<file path="src/common/nibble_alu_pkg.sv">
// constants and types for the nibble accumulator datapath
// shared by the core and by whoever drives its request port
package nibble_alu_pkg;

	localparam int NIB_W      = 4;
	localparam int ROM_W      = 10;
	localparam int PAGE_W     = 2;
	localparam int PTR_W      = 8;
	localparam int ADDR_W     = PAGE_W + PTR_W;
	localparam int SLOT_W     = 2;
	localparam int LATCH_N    = 8;
	localparam int LATCH_W    = LATCH_N * NIB_W;
	localparam int ROM_HI_LSB = 4;
	localparam int ROM_LO_LSB = 0;
	localparam int IMM_HI_LSB = 5;
	localparam int IMM_LO_LSB = 0;

	localparam logic [3:0]  ACC_RST   = 4'h0;
	localparam logic        CARRY_RST = 1'h0;
	localparam logic [31:0] LATCH_RST = 32'h0;
	localparam logic [9:0]  ADDR_RST  = 10'h0;

	typedef enum logic [4:0] {
		OP_NOP      = 5'h00,
		OP_OR_REG   = 5'h01,
		OP_OR_ROM   = 5'h02,
		OP_OR_IMM   = 5'h03,
		OP_XOR_REG  = 5'h04,
		OP_XOR_ROM  = 5'h05,
		OP_XOR_IMM  = 5'h06,
		OP_INC      = 5'h07,
		OP_ROT      = 5'h08,
		OP_ROT_RST  = 5'h09,
		OP_IN       = 5'h0A,
		OP_OUT      = 5'h0B,
		OP_AND_PORT = 5'h0C,
		OP_OR_PORT  = 5'h0D,
		OP_XOR_PORT = 5'h0E,
		OP_OUT_IMM  = 5'h0F,
		OP_MOV_REG  = 5'h10,
		OP_MOV_ROM  = 5'h11,
		OP_MOV_IMM  = 5'h12
	} op_t;

	typedef enum logic [1:0] {
		ST_IDLE = 2'h1,
		ST_EXEC = 2'h2
	} state_t;

endpackage

</file>
<file path="src/core/nibble_alu_core.sv">
// nibble accumulator datapath: logic, port and load instructions
// assumes the decoder presents one request with its operands and
// holds page/pointer steady; the program memory reads asynchronously
`timescale 1ns/1ps
`default_nettype none

module nibble_alu_core (
	// clock and reset
	input  wire logic        mclk,
	input  wire logic        reset,
	// request from the decoder
	input  wire logic        exec_valid,
	input  wire logic [4:0]  exec_op,
	input  wire logic [3:0]  reg_rdata,
	input  wire logic        nibble_high_sel,
	input  wire logic        port_bank,
	input  wire logic [2:0]  port_num,
	input  wire logic [9:0]  imm_word,
	input  wire logic [1:0]  rom_page_register,
	input  wire logic [7:0]  pointer_pair,
	// program memory
	output logic      [9:0]  rom_addr,
	input  wire logic [9:0]  rom_rdata,
	// port nibbles, index {bank, slot}
	input  wire logic [31:0] port_pins,
	output logic      [31:0] port_latch,
	// state and status
	output logic      [3:0]  acc,
	output logic             carry_flag,
	output logic             exec_busy,
	output logic             exec_done,
	output logic             core_reset_req
);

	typedef struct packed {
		nibble_alu_pkg::state_t state;
		nibble_alu_pkg::op_t    op;
		logic [3:0]             acc;
		logic                   carry;
		logic [9:0]             addr;
		logic [3:0]             reg_val;
		logic [9:0]             imm;
		logic                   nib_high;
		logic                   bank;
		logic [1:0]             slot;
		logic                   slot_ok;
		logic [31:0]            latch;
		logic [31:0]            pin_meta;
		logic [31:0]            pin_sync;
		logic                   busy;
		logic                   done;
		logic                   rst_req;
	} dp_t;

	dp_t        s_q;
	dp_t        s_d;
	logic [3:0] rom_nib;
	logic [3:0] pin_nib;
	logic [3:0] imm_nib;
	logic [4:0] lat_lsb;
	logic [4:0] hi_lsb;
	logic [4:0] lo_lsb;

	// only the chosen nibble of the ten-bit word is used
	assign rom_nib = s_q.nib_high ? rom_rdata[nibble_alu_pkg::ROM_HI_LSB +: 4]
	                              : rom_rdata[nibble_alu_pkg::ROM_LO_LSB +: 4];
	assign imm_nib = s_q.imm[nibble_alu_pkg::IMM_LO_LSB +: 4];
	assign lat_lsb = {s_q.bank, s_q.slot, 2'h0};
	assign hi_lsb  = {1'h1, s_q.slot, 2'h0};
	assign lo_lsb  = {1'h0, s_q.slot, 2'h0};
	assign pin_nib = s_q.pin_sync[lat_lsb +: 4];

	always_comb begin
		s_d          = s_q;
		s_d.pin_meta = port_pins;
		// first stage read by the second stage only
		s_d.pin_sync = s_q.pin_meta;
		s_d.done     = 1'h0;
		s_d.rst_req  = 1'h0;
		case (s_q.state)
			nibble_alu_pkg::ST_IDLE: begin
				if (exec_valid) begin
					s_d.op       = nibble_alu_pkg::op_t'(exec_op);
					s_d.reg_val  = reg_rdata;
					s_d.imm      = imm_word;
					s_d.nib_high = nibble_high_sel;
					s_d.bank     = port_bank;
					s_d.addr     = {rom_page_register, pointer_pair};
					// ports 2 and above 4 are not fitted: such requests do nothing
					case (port_num)
						3'h0: begin
							s_d.slot    = 2'h0;
							s_d.slot_ok = 1'h1;
						end
						3'h1: begin
							s_d.slot    = 2'h1;
							s_d.slot_ok = 1'h1;
						end
						3'h3: begin
							s_d.slot    = 2'h2;
							s_d.slot_ok = 1'h1;
						end
						3'h4: begin
							s_d.slot    = 2'h3;
							s_d.slot_ok = 1'h1;
						end
						default: begin
							s_d.slot    = 2'h0;
							s_d.slot_ok = 1'h0;
						end
					endcase
					s_d.busy  = 1'h1;
					s_d.state = nibble_alu_pkg::ST_EXEC;
				end
			end
			nibble_alu_pkg::ST_EXEC: begin
				// carry holds unless the operation names it
				case (s_q.op)
					nibble_alu_pkg::OP_OR_REG: begin
						s_d.acc   = s_q.acc | s_q.reg_val;
						s_d.carry = 1'h0;
					end
					nibble_alu_pkg::OP_OR_ROM: begin
						s_d.acc   = s_q.acc | rom_nib;
						s_d.carry = 1'h0;
					end
					nibble_alu_pkg::OP_OR_IMM: begin
						s_d.acc   = s_q.acc | imm_nib;
						s_d.carry = 1'h0;
					end
					nibble_alu_pkg::OP_XOR_REG: begin
						s_d.acc   = s_q.acc ^ s_q.reg_val;
						s_d.carry = s_q.acc[3] & s_q.reg_val[3];
					end
					nibble_alu_pkg::OP_XOR_ROM: begin
						s_d.acc   = s_q.acc ^ rom_nib;
						s_d.carry = s_q.acc[3] & rom_nib[3];
					end
					nibble_alu_pkg::OP_XOR_IMM: begin
						s_d.acc   = s_q.acc ^ imm_nib;
						s_d.carry = s_q.acc[3] & imm_nib[3];
					end
					nibble_alu_pkg::OP_INC: begin
						s_d.acc   = 4'(s_q.acc + 4'h1);
						s_d.carry = (s_q.acc == 4'hF);
					end
					nibble_alu_pkg::OP_ROT: begin
						s_d.acc   = {s_q.acc[2:0], s_q.acc[3]};
						s_d.carry = s_q.acc[3];
					end
					nibble_alu_pkg::OP_ROT_RST: begin
						// the reset itself belongs to the sequencer; we only ask
						if (s_q.acc == 4'h0) begin
							s_d.rst_req = 1'h1;
						end else begin
							s_d.acc   = {s_q.acc[2:0], s_q.acc[3]};
							s_d.carry = s_q.acc[3];
						end
					end
					nibble_alu_pkg::OP_IN: begin
						if (s_q.slot_ok) begin
							s_d.acc   = pin_nib;
							s_d.carry = 1'h0;
						end
					end
					nibble_alu_pkg::OP_OUT: begin
						if (s_q.slot_ok) begin
							s_d.latch[lat_lsb +: 4] = s_q.acc;
						end
					end
					nibble_alu_pkg::OP_AND_PORT: begin
						if (s_q.slot_ok) begin
							s_d.acc   = s_q.acc & pin_nib;
							s_d.carry = s_q.acc[3] & pin_nib[3];
						end
					end
					nibble_alu_pkg::OP_OR_PORT: begin
						if (s_q.slot_ok) begin
							s_d.acc   = s_q.acc | pin_nib;
							s_d.carry = 1'h0;
						end
					end
					nibble_alu_pkg::OP_XOR_PORT: begin
						if (s_q.slot_ok) begin
							s_d.acc   = s_q.acc ^ pin_nib;
							s_d.carry = s_q.acc[3] & pin_nib[3];
						end
					end
					nibble_alu_pkg::OP_OUT_IMM: begin
						if (s_q.slot_ok) begin
							s_d.latch[hi_lsb +: 4] = s_q.imm[nibble_alu_pkg::IMM_HI_LSB +: 4];
							s_d.latch[lo_lsb +: 4] = s_q.imm[nibble_alu_pkg::IMM_LO_LSB +: 4];
						end
					end
					nibble_alu_pkg::OP_MOV_REG: begin
						s_d.acc   = s_q.reg_val;
						s_d.carry = 1'h0;
					end
					nibble_alu_pkg::OP_MOV_ROM: begin
						s_d.acc   = rom_nib;
						s_d.carry = 1'h0;
					end
					nibble_alu_pkg::OP_MOV_IMM: begin
						s_d.acc   = imm_nib;
						s_d.carry = 1'h0;
					end
					default: begin
						s_d.acc = s_q.acc;
					end
				endcase
				s_d.done  = 1'h1;
				s_d.busy  = 1'h0;
				s_d.state = nibble_alu_pkg::ST_IDLE;
			end
			default: begin
				s_d.busy  = 1'h0;
				s_d.state = nibble_alu_pkg::ST_IDLE;
			end
		endcase
	end

	always_ff @(posedge mclk or posedge reset) begin
		if (reset) begin
			s_q          <= '0;
			s_q.state    <= nibble_alu_pkg::ST_IDLE;
			s_q.op       <= nibble_alu_pkg::OP_NOP;
			s_q.acc      <= nibble_alu_pkg::ACC_RST;
			s_q.carry    <= nibble_alu_pkg::CARRY_RST;
			s_q.addr     <= nibble_alu_pkg::ADDR_RST;
			s_q.latch    <= nibble_alu_pkg::LATCH_RST;
		end else begin
			s_q <= s_d;
		end
	end

	assign rom_addr       = s_q.addr;
	assign port_latch     = s_q.latch;
	assign acc            = s_q.acc;
	assign carry_flag     = s_q.carry;
	assign exec_busy      = s_q.busy;
	assign exec_done      = s_q.done;
	assign core_reset_req = s_q.rst_req;

	logic fire;
	assign fire = (s_q.state == nibble_alu_pkg::ST_EXEC);
endmodule // nibble_alu_core

`default_nettype wire

</file>
<file path="config.mk">
export PLATFORM = sky130hd
export DESIGN_NAME = nibble_alu_core
export DESIGN_NICKNAME = d
export VERILOG_FILES = /design/src/common/nibble_alu_pkg.sv /design/src/core/nibble_alu_core.sv
export SDC_FILE = /design/constraint.sdc
export NUM_CORES = 1
export LEC_CHECK = 0
export ABC_AREA = 1
export BUFFER_PORTS_ARGS = -buffer_cell sky130_fd_sc_hd__buf_2
export CORE_MARGIN = 5
export CORE_UTILIZATION = 34
export CTS_BUF_LIST = sky130_fd_sc_hd__clkbuf_4
export DETAILED_ROUTE_END_ITERATION = 10
export SLEW_MARGIN = 5
export SYNTH_ARGS = -nofsm -noshare
export SYNTH_HDL_FRONTEND = slang
export SYNTH_SLANG_ARGS = --single-unit
</file>
<file path="constraint.sdc">
create_clock -name mclk -period 4.4 [get_ports mclk]
set_clock_uncertainty 0.1 [all_clocks]
set_input_delay 0.44 -clock mclk [delete_from_list [all_inputs] [get_ports mclk]]
set_output_delay 0.44 -clock mclk [all_outputs]
set_load 0.05 [all_outputs]
</file>
==> results by group, run 1 <==
Critical path
  • Slowest cell delay on critical path: between 0.3 and 0.4 ns
  • Reg2reg path depth: 10
  • Critical path launch point type: flop
  • Endpoint class of the critical path: flop
  • Crit-path cells: buf_4 -> inv_2 -> ha_1 -> ha_1 -> inv_1 -> nand2_1 -> nor2_1 -> nor2_1 -> nor2_2 -> mux2_2
  • WS Path Type: flop to flop
  • Crit-path max FO: 15
  • WP data required: 4.75 ns
  • CP delay by family, top: simple AND/OR/NAND/NOR gates
  • Critical path's slowest cell: ha_1
  • Crit path DAT: between 3 and 4 ns
  • Critical path buffer and inverter count: 3
  • Crit. path cell count: 10

Drt
  • Number of vias per cell: roughly 4.8
  • Via count: ~5.9k
  • # DRC: 0
  • Final ANT Viol Nets: 0
  • Mean routed wirelength per cell: roughly 16 um
  • Final wirelength: roughly 20000 um
  • Initial DRC Count: 448
  • Initial DRT Pass Iterations: 5

STA
  • Unrepaired setup endpoints after global routing: no
  • Fin crit period: 2.94 ns
  • Max-slew violation count: 0
  • Final hold slack: approximately 0.046 ns
  • Fin worst setup slack: approximately 1.5 ns
  • Setup tns final: 0 ns
  • Final period util: approximately two thirds
  • # setup viols final: 0
  • Max-slew headroom: about two fifths
  • Fmax: between 0.3 and 0.4 GHz
  • Worst-Margin Slew: 0.898 ns
  • Final hold vios: 0

CTS
  • CTS tree: built
  • Setup bufs post-CTS: 0
  • Clk buf depth: 2
  • Root Driver: clkbuf_4
  • TritonCTS sink count: between 100 and 150
  • Clock transition at the registers of the reported paths: roughly 0.13 ns
  • Clk_lat worst skew: 0.55 ns
  • Hold buffer count at CTS: 60
  • CTS buffer count: 17
  • H-tree depth: 4
  • Cts repair resizes: 0

Logic synthesis
  • Post-Syn Area: ~0.007 mm2
  • Count leader, synth: nand2_1
  • Avg Cell Area, Syn: around 8.5 um2
  • Synthesized instance count: a little over 800
  • Synth cell count leaders: 183 x nand2_1, 137 x dfrtp_1, 103 x nor2_1
  • FFs w/ async S/R, synth: 100%
  • EDFF count, synth: 0
  • Yosys warns: 0
  • Top FF cell, synth: dfrtp_1
  • Synth cell types: roughly 40
  • Synth Net Count: roughly 900
  • Synth area leader: dfrtp_1
  • Seq/Total Area, Yosys: 50.3%
  • FF+latch count, synth: between 100 and 150
  • Top-area cell type share of the netlist area: between 40% and 50%
  • Top cells by area, synth: dfrtp_1 50%, nand2_1 10%, nor2_1 5.6%

GRT
  • Tot GR Track Use: 16.9%
  • Initial antenna violation count: 1
  • First-pass GRT wire length: between 30000 and 40000 um
  • Largest net degree at the start of global routing: about 70
  • Vias in the first global route: 5926
  • Grt ovf: 0

Placement
  • Place WS: 1.50 ns
  • Detail Placement HPWL: around 14000 um
  • Placer Congestion: between 0.9 and 1
  • I/O Buffers: 124
  • Placed Cells: 1145

Die
  • Initial Utilization: roughly 34%
  • Rows: 52
  • Die Y: ~150 um
  • Die area: between 0.02 and 0.025 mm2
  • Die Span X: ~150 um
  • Core area: between 0.02 and 0.025 mm2
  • Io pins: about 130

Layout
  • Layout cells sized above 1: approximately 20%
  • Register area: between 0.003 and 0.004 mm2
  • Layout Area Growth over Synthesis: 22.1%
  • Final nets: approximately 1.0k
  • Layout fillers: roughly 2.1k
  • Multi-input gate area: around 0.0027 mm2
  • Fin cells: about 1.2k

Power
  • Switching fraction of total power: between 30% and 40%
  • VDD IR max: between 200 and 250 uV
  • Pint: 2250 uW
  • Reg power frac: approximately 41%
  • Combinational Power Share: 31.0%
  • Leak: 0.00410 uW
  • Cell Pwr Density: 439 mW/mm2
  • Clk network pwr share: 27.7%
  • NetSw: between 1000 and 1500 uW

Run status
  • Status: finished clean

Flow run
  • # Max-Cap Violations: 0

Min path
  • Hold WC Path Type: input pin to flop
  • Hold depth: 3
per-stage QoR:
stage          area, um2  utilization, %  total power [uW]
6_report            8390            41.9              3680
5_1_grt             8390            41.9              3890
4_1_cts             8390            41.9              3710
3_5_place_dp        7430            37.1              2640
3_3_place_gp        7430            37.1              2630
2_1_floorplan       6870               -              2340
area by class of cell:
class,count,area share [%]
diodes,1,0.0298
clock buffers,17,1.52
clock inverters,15,2.71
inverters,67,3.06
multi-input cells,539,32.3
flip-flops and latches,138,41.2
well taps,270,4.03
repair buffers,191,15.2
layer usage:
layer	routed length, um	part of all wire [%]	up-vias	track usage (%)
met2	9320	48	165	27.5
met5	0	0	-	0
met3	929	4.8	31	3.18
li1	-	-	2932	-
met1	8800	45	2762	22.4
met4	444	2.3	0	6.16
registers in the layout (all words and copies together), names as in the netlist:
name,cells
core_reset_req,1
hi_lsb,2
s_d,32
lat_lsb,1
carry_flag,1
s_q,49
exec_busy,1
rom_addr,10
exec_done,1
imm_nib,4
port_latch,32
acc,4
logic make-up after synthesis:
| kind of cell | synth area share (%) |
|---|---|
| AO/OA/AOI/OAI | 10.3 |
| AND/OR/NAND/NOR | 25.4 |
| flip-flops | 50.3 |
| multiplexers | 1.80 |
| buffers and inverters | 10.4 |
| adder cells (fa/ha/maj) | 1.82 |
power by group through the flow:
stage                     Sequential (uW)  Clock, uW  Combinational [uW]
final                                1520       1020                1140
after global routing                 1540       1100                1250
after CTS                            1520       1050                1140
after detailed placement             1540          0                1090
after global placement               1540          0                1090
after floorplan                      1510          0                 835
worst paths after layout:
path	startpoint	slack, ns	endpoint
max reg2reg	hi_lsb[3]$_DFFE_PP0P_	1.46	port_latch[26]$_DFFE_PP0P_
max in group asynchronous	reset	2.77	s_q[14]$_DFF_PP0_
max	hi_lsb[3]$_DFFE_PP0P_	1.46	port_latch[26]$_DFFE_PP0P_
min reg2reg	s_d[11]$_DFF_PP0_	0.25	s_q[11]$_DFF_PP0_
min	imm_word[3]	0.05	imm_nib[3]$_DFFE_PP0P_
min in group asynchronous	reset	0.43	exec_busy$_DFFE_PP0P_
worst min-delay path, delay by kind of cell:
family	cells	cell delay (ns)
buffers and inverters	1	0.07
AO/OA/AOI/OAI	1	0.08
AND/OR/NAND/NOR	1	0.07
cell usage in the layout (no fill, tap or decap), types with 4 or more instances in the layout:
cell,synthesis,routed
clkinv_1,0,6
nand3_1,62,62
inv_1,62,61
a2bb2oi_1,4,4
a31oi_1,10,10
dfrtp_1,137,137
o21ai_0,46,46
inv_2,5,5
nor2_2,5,5
nand4_1,24,24
nor3_1,18,18
o21a_1,8,8
bufinv_16,0,6
mux2_2,9,9
a22oi_1,6,6
clkbuf_4,0,17
ha_1,10,10
dlygate4sd3_1,0,60
buf_4,46,7
a21oi_1,15,15
buf_2,7,124
nand2_1,183,183
nor2_1,103,102
o31ai_1,5,5
nor2_4,3,4
Note: power is estimated with default switching activity, not from simulation.
==> run 2: changes to the inputs <==
==> constraint.sdc (replaced) <==
create_clock -name mclk -period 2.45 [get_ports mclk]
set_clock_uncertainty 0.1 [all_clocks]
set_input_delay 0.245 -clock mclk [delete_from_list [all_inputs] [get_ports mclk]]
set_output_delay 0.245 -clock mclk [all_outputs]
set_load 0.05 [all_outputs]
==> run 2 against run 1 <==
  * Non-clock buffer count increased by 31
  * Maximum frequency increased by 31%
  * Worst setup slack got worse by 1.3 ns
  * Critical path depth decreased by 3
  * Sequential cell count unchanged
  * Final cell count increased by 2.5%
  * Routed wire length increased by 0.65%
  * Hold slack improved by 0.18 ns
  * Combinational power increased by 96%
  * Total power increased by 76%
  * First-iteration DRC count decreased by 10%
  * Largest power group unchanged
  * Sequential power increased by 78%
==> results by group, run 2 (same netlist as run 1, synthesis figures left out) <==
Layout
  • Layout fillers: 2034 (-2.6%)
  • Layout cells sized above 1: 21.6% (+1.8 points)
  • Design Area, Final: 0.00865 mm2 (+3.1%)
  • Reg with most FFs: s_q
  • Layout Area Growth over Synthesis: 25.9%
  • Max reg flops: 49 (unchanged)
  • Final nets: 1074 (+3.0%)
  • Post-layout util: 43.2% (+1.3 points)
  • Commonest cells after routing, fill and taps aside: 182 x nand2_1, 137 x dfrtp_1, 124 x buf_2
  • Most common cell after layout, fill and taps aside: nand2_1

CTS
  • H-tree depth: 4 (unchanged)
  • Clock transition at the registers of the reported paths: 0.14 ns (about the same)
  • Clk buf depth: 2 (unchanged)
  • Clk_lat worst skew: 0.55 ns (about the same)
  • Root Driver: clkbuf_4
  • CTS tree: built
  • CTS buffer count: 17 (unchanged)
  • TritonCTS sink count: 138 (unchanged)

Min path
  • WHS Endpoint: acc[1]$_DFFE_PP0P_
  • Hold WC Path Type: input pin to flop
  • Hold path startpoint: rom_rdata[5]
  • Hold depth: 9 (+6)

STA
  • # setup viols final: 0 (unchanged)
  • Worst-Margin Slew: 0.595 ns (-0.303 ns)
  • Fin worst setup slack: 0.200 ns (-1.26 ns)
  • Max-slew violation count: 0 (unchanged)
  • Final period util: 91.8% (+25 points)
  • Fin crit period: 2.25 ns (-0.691 ns)
  • Max-slew headroom: 59.9% (+20 points)
  • Final hold vios: 0 (unchanged)
  • Setup tns final: 0 ns (unchanged)
  • Fmax: 0.445 GHz (+31%)
  • Unrepaired setup endpoints after global routing: no

Critical path
  • CP delay by family, top: simple AND/OR/NAND/NOR gates
  • Crit path DAT: 2.59 ns (-0.70 ns)
  • CP Launch Point: hi_lsb[2]$_DFFE_PP0P_
  • WP data required: 2.79 ns (-1.96 ns)
  • WS Path Type: flop to flop
  • Crit-path cells: inv_2 -> buf_4 -> nand3_1 -> nand2_2 -> nor3_2 -> o21ai_1 -> mux2_2
  • Slowest cell delay on critical path: 0.41 ns (+0.02 ns)
  • Endpoint class of the critical path: flop
  • Reg-to-Reg Start: hi_lsb[2]$_DFFE_PP0P_
  • R2R setup slack: 0.20 ns (-1.26 ns)
  • R2R Path End: port_latch[17]$_DFFE_PP0P_
  • Critical path launch point type: flop
  • Critical path buffer and inverter count: 2 (-1)
  • Critical path's slowest cell: dfrtp_1
  • Crit-path max FO: 35 (+20)
  • Reg2reg path depth: 7 (-3)
  • Crit. path cell count: 7 (-3)

Run status
  • Status: finished clean

Placement
  • Placer Congestion: 0.946 (-1.9%)
  • I/O Buffers: 124 (unchanged)
  • Detail Placement HPWL: 13900 um (+1.5%)
  • Place WS: 0.221 ns (-1.28 ns)
  • DP Area: 0.00758 mm2 (+1.9%)

GRT
  • Initial antenna violation count: 1 (unchanged)
  • Largest net degree at the start of global routing: 94 (+31%)
  • First-pass GRT wire length: 31600 um (-0.48%)
  • Vias in the first global route: 5939 (+0.22%)
  • Tot GR Track Use: 16.9% (+0.091 points)
  • Grt ovf: 0 (unchanged)

Power
  • VDD IR max: 412 uV (+74%)
  • Leak: 0.00419 uW (+2.1%)
  • Power Total: 6490 uW (+76%)
  • Cell Pwr Density: 750 mW/mm2 (+71%)

Drt
  • # DRC: 0 (unchanged)
  • Mean routed wirelength per cell: 15.5 um (-1.8%)
  • Number of vias per cell: 4.73 (-0.52%)
  • Final ANT Viol Nets: 0 (unchanged)
  • Via count: 6006 (+2.0%)
  • Final wirelength: 19600 um (+0.65%)
  • Initial DRT Pass Iterations: 6 (+1)
  • Initial DRC Count: 401 (-10%)

Flow run
  • # Max-Cap Violations: 0 (unchanged)

Die
  • Core area: 0.0200 mm2 (unchanged)
  • Die Span X: 152 um (unchanged)
  • Die Y: 152 um (unchanged)
  • Rows: 52 (unchanged)
  • Initial Utilization: 34.3% (unchanged)
  • Die area: 0.0232 mm2 (unchanged)
  • Io pins: 129 (unchanged)
run 2: cell types whose count changed in the layout (fill, tap and decap cells not counted), sizes merged:
cell | previous run | this run
dlygate4sd3 | 60 | 78
buf | 131 | 144
inv | 68 | 73
bufinv | 6 | 2
clkinv | 7 | 3
clkinvlp | 1 | 4
run 2: how the worst max path moves through the flow:
| stage | end | slack (ns) |
|---|---|---|
| after global routing | port_latch[5]$_DFFE_PP0P_ | 0.06 |
| after global placement | port_latch[16]$_DFFE_PP0P_ | 0.25 |
| after detailed placement | port_latch[5]$_DFFE_PP0P_ | 0.22 |
| after floorplan | port_latch[25]$_DFFE_PP0P_ | 0.02 |
| after CTS | port_latch[5]$_DFFE_PP0P_ | 0.18 |
| final | port_latch[17]$_DFFE_PP0P_ | 0.20 |
run 2: area by class of cell:
| class | count | area [um2] | share of cell area (%) |
|---|---|---|---|
| Clock buffer | 17 | 128 | 1.47 |
| Timing Repair Buffer | 222 | 1580 | 18.2 |
| Inverter | 67 | 255 | 2.95 |
| Clock inverter | 15 | 163 | 1.88 |
| Multi-Input combinational cell | 539 | 2740 | 31.6 |
| Tap cell | 270 | 338 | 3.90 |
| Sequential cell | 138 | 3450 | 39.9 |
| Antenna cell | 1 | 2.50 | 0.0289 |
run 2: repair_timing:
item,CTS,global route
hold buffers,78,0
setup endpoints to repair,0,3
hold endpoints to repair,203,0
setup buffers,0,0
resized for setup,0,1
run 2: metal layers:
| metal | share of wire (%) | GRT usage (%) | up-vias |
|---|---|---|---|
| li1 | - | - | 2989 |
| met1 | 46 | 22.7 | 2780 |
| met2 | 47 | 27.5 | 213 |
| met3 | 5.1 | 3.44 | 24 |
| met4 | 1.7 | 5.78 | 0 |
| met5 | 0 | 0 | - |
run 2: stage by stage:
step / hold WS (ns) / instances
2_1_floorplan: 0.176 / 813
3_3_place_gp: 0.234 / 1158
3_5_place_dp: 0.235 / 1158
4_1_cts: 0.158 / 1268
5_1_grt: 0.164 / 1269
6_report: 0.223 / 1269
run 2: report_power, final:
| part | total [uW] | internal, uW | switching, uW |
|---|---|---|---|
| registers | 2710 | 2490 | 219 |
| logic | 2230 | 681 | 1550 |
| clock network | 1550 | 625 | 924 |
| total | 6490 | 3800 | 2700 |
run 2: worst min-delay path: stages:
cell,delay [ns]
buf_2,0.08
nand2_1,0.04
nand2_1,0.14
a21oi_1,0.10
nand4_1,0.07
nor2_1,0.04
nand2_1,0.05
nand2_1,0.05
nand2_1,0.05
==> run 3: changes to the inputs <==
--- a/config.mk
+++ b/config.mk
@@ -8,9 +8,10 @@
 export ABC_AREA = 1
 export BUFFER_PORTS_ARGS = -buffer_cell sky130_fd_sc_hd__buf_2
 export CORE_MARGIN = 5
-export CORE_UTILIZATION = 34
+export CORE_UTILIZATION = 52
 export CTS_BUF_LIST = sky130_fd_sc_hd__clkbuf_4
 export DETAILED_ROUTE_END_ITERATION = 10
+export PLACE_DENSITY = 0.78
 export SLEW_MARGIN = 5
 export SYNTH_ARGS = -nofsm -noshare
 export SYNTH_HDL_FRONTEND = slang
==> run 3 against run 2 <==
  * Worst setup slack worse by 0.037 ns
  * Non-clock buffer count down 1
  * Clock power down 5%
  * Final cell count down 7.4%
  * Final area down 1.6%
  * Routed wire length down 3.0%
  * Total power down 2.0%
  * Via count up 3.4%
  * Critical path type unchanged
  * Critical endpoint is now s_q[116]$_DFFE_PP0P_
  * Highest routed layer unchanged
==> results by group, run 3 (same netlist as run 1, synthesis figures left out) <==
Run status
  • Status: finished clean

GRT
  • Top Usage Layer GRT: met2
  • Tot GR Track Use: 24.6% (+7.7 points)
  • Initial antenna violation count: 2 (+1)
  • Vias in the first global route: 6047 (+1.8%)
  • First-pass GRT wire length: 30600 um (-3.2%)
  • Largest net degree at the start of global routing: 41 (-56%)
  • Grt ovf: 0 (unchanged)
  • Met1 Usage GRT: 31.0% (+8.3 points)
  • Met2 GRT Util: 40.6% (+13 points)
  • Met3 usage: 6.23% (+2.8 points)

Placement
  • Place WS: 0.218 ns (-0.00231 ns)
  • Detail Placement HPWL: 12900 um (-7.1%)
  • Placer Congestion: 1.03 (+8.9%)
  • I/O Buffers: 124 (unchanged)

Critical path
  • R2R setup slack: 0.16 ns (-0.04 ns)
  • CP Launch Point: s_q[138]$_DFFE_PP1P_
  • Reg2reg path depth: 6 (-1)
  • Critical path launch point type: flop
  • WP data required: 2.86 ns (+0.07 ns)
  • Crit-path max FO: 9 (-74%)
  • Reg-to-Reg Start: s_q[138]$_DFFE_PP1P_
  • Crit path DAT: 2.70 ns (+0.11 ns)
  • WS Path Type: flop to flop
  • Endpoint class of the critical path: flop
  • R2R Path End: s_q[116]$_DFFE_PP0P_
  • Worst Setup EP: s_q[116]$_DFFE_PP0P_

Layout
  • Most common cell after layout, fill and taps aside: nand2_1
  • Max reg flops: 49 (unchanged)
  • Final nets: 1073 (-0.093%)
  • Commonest cells after routing, fill and taps aside: 182 x nand2_1, 137 x dfrtp_1, 124 x buf_2
  • Layout cells sized above 1: 22.0% (+0.32 points)
  • Layout Area Growth over Synthesis: 23.9%
  • Reg with most FFs: s_q

Die
  • Die area: 0.0156 mm2 (-33%)
  • Rows: 42 (-19%)
  • Initial Utilization: 52.5% (+18 points)
  • Die Y: 125 um (-18%)
  • Die Span X: 125 um (-18%)
  • Io pins: 129 (unchanged)
  • Core area: 0.0131 mm2 (-35%)

Drt
  • Via count: 6209 (+3.4%)
  • Final wirelength: 19000 um (-3.0%)
  • Final ANT Viol Nets: 0 (unchanged)
  • Initial DRC Count: 489 (+22%)
  • Mean routed wirelength per cell: 16.2 um (+4.8%)
  • # DRC: 0 (unchanged)
  • Number of vias per cell: 5.28 (+12%)
  • Initial DRT Pass Iterations: 7 (+1)

CTS
  • Clk_lat worst skew: 0.56 ns (about the same)
  • TritonCTS sink count: 138 (unchanged)
  • H-tree depth: 4 (unchanged)
  • Root Driver: clkbuf_4
  • Clk buf depth: 2 (unchanged)
  • CTS tree: built
  • Clock transition at the registers of the reported paths: 0.13 ns (about the same)
  • CTS buffer count: 17 (unchanged)

STA
  • Fin worst setup slack: 0.164 ns (-0.0368 ns)
  • Fmax: 0.437 GHz (-1.6%)
  • Final hold vios: 0 (unchanged)
  • Fin crit period: 2.29 ns (+0.0368 ns)
  • Unrepaired setup endpoints after global routing: no
  • Setup tns final: 0 ns (unchanged)
  • Max-slew headroom: 46.1% (-14 points)
  • Final period util: 93.3% (+1.5 points)
  • # setup viols final: 0 (unchanged)
  • Worst-Margin Slew: 0.807 ns (+0.212 ns)
  • Max-slew violation count: 0 (unchanged)

Power
  • Cell Pwr Density: 747 mW/mm2 (-0.42%)
  • Leak: 0.00420 uW (+0.38%)
  • VDD IR max: 572 uV (+39%)

Min path
  • Hold WC Path Type: input pin to flop

Flow run
  • # Max-Cap Violations: 0 (unchanged)
-- run 3: metrics by stage --
| stage | instance area (um2) | power [uW] | hold WS, ns | instances | utilization (%) |
|---|---|---|---|---|---|
| floorplan | 6910 | 4230 | 0.176 | 813 | - |
| global placement | 7460 | 4740 | 0.231 | 1063 | 57.0 |
| detailed placement | 7460 | 4770 | 0.235 | 1063 | 57.0 |
| CTS | 8490 | 6310 | 0.183 | 1170 | 64.8 |
| global route | 8520 | 6710 | 0.178 | 1175 | 65.1 |
| finish | 8520 | 6360 | 0.211 | 1175 | 65.1 |
-- run 3: routing by layer --
| metal | part of all wire [%] | up-vias |
|---|---|---|
| met2 | 49 | 285 |
| met1 | 41 | 2870 |
| li1 | - | 2990 |
| met5 | 0 | - |
| met4 | 3.5 | 0 |
| met3 | 7.0 | 64 |
-- run 3: repair_timing --
| action | in CTS | in global routing |
|---|---|---|
| setup endpoints to repair | 0 | 3 |
| hold buffers | 75 | 0 |
| endpoints found under the hold margin | 98 | 0 |
| resized for setup | 0 | 1 |
| setup buffers | 0 | 3 |
-- run 3: worst max-delay path, stage by stage (launching register included) --
cell,delay (ns)
dfstp_2,0.58
nand2_1,0.11
nor2_4,0.22
nand2_1,0.06
dlygate4sd3_1,0.55
o21ai_0,0.06
dlygate4sd3_1,0.55
-- run 3: report_power, final --
part | internal, uW | total, uW | switching [uW]
logic | 665 | 2180 | 1520
clock network | 541 | 1470 | 928
registers | 2490 | 2710 | 220
total | 3700 | 6360 | 2670
-- run 3: final cells by class --
cell class | instances | area (um2)
diodes | 2 | 5.00
clock buffers | 18 | 135
clock inverters | 14 | 135
fillers | 1044 | 4570
inverters | 67 | 255
multi-input cells | 539 | 2740
flip-flops and latches | 138 | 3450
well taps | 176 | 220
repair buffers | 221 | 1570
-- run 3: how the worst min path moves through the flow --
stage	start	end	slack, ns	cells past startpoint
6_report	port_pins[21]	s_d[24]$_DFF_PP0_	0.21	2
5_1_grt	port_pins[16]	s_d[19]$_DFF_PP0_	0.18	2
4_1_cts	port_pins[21]	s_d[24]$_DFF_PP0_	0.18	2
3_5_place_dp	s_d[10]$_DFF_PP0_	s_q[10]$_DFF_PP0_	0.23	0
3_3_place_gp	s_d[24]$_DFF_PP0_	s_q[24]$_DFF_PP0_	0.23	0
2_1_floorplan	port_pins[7]	s_d[10]$_DFF_PP0_	0.18	0
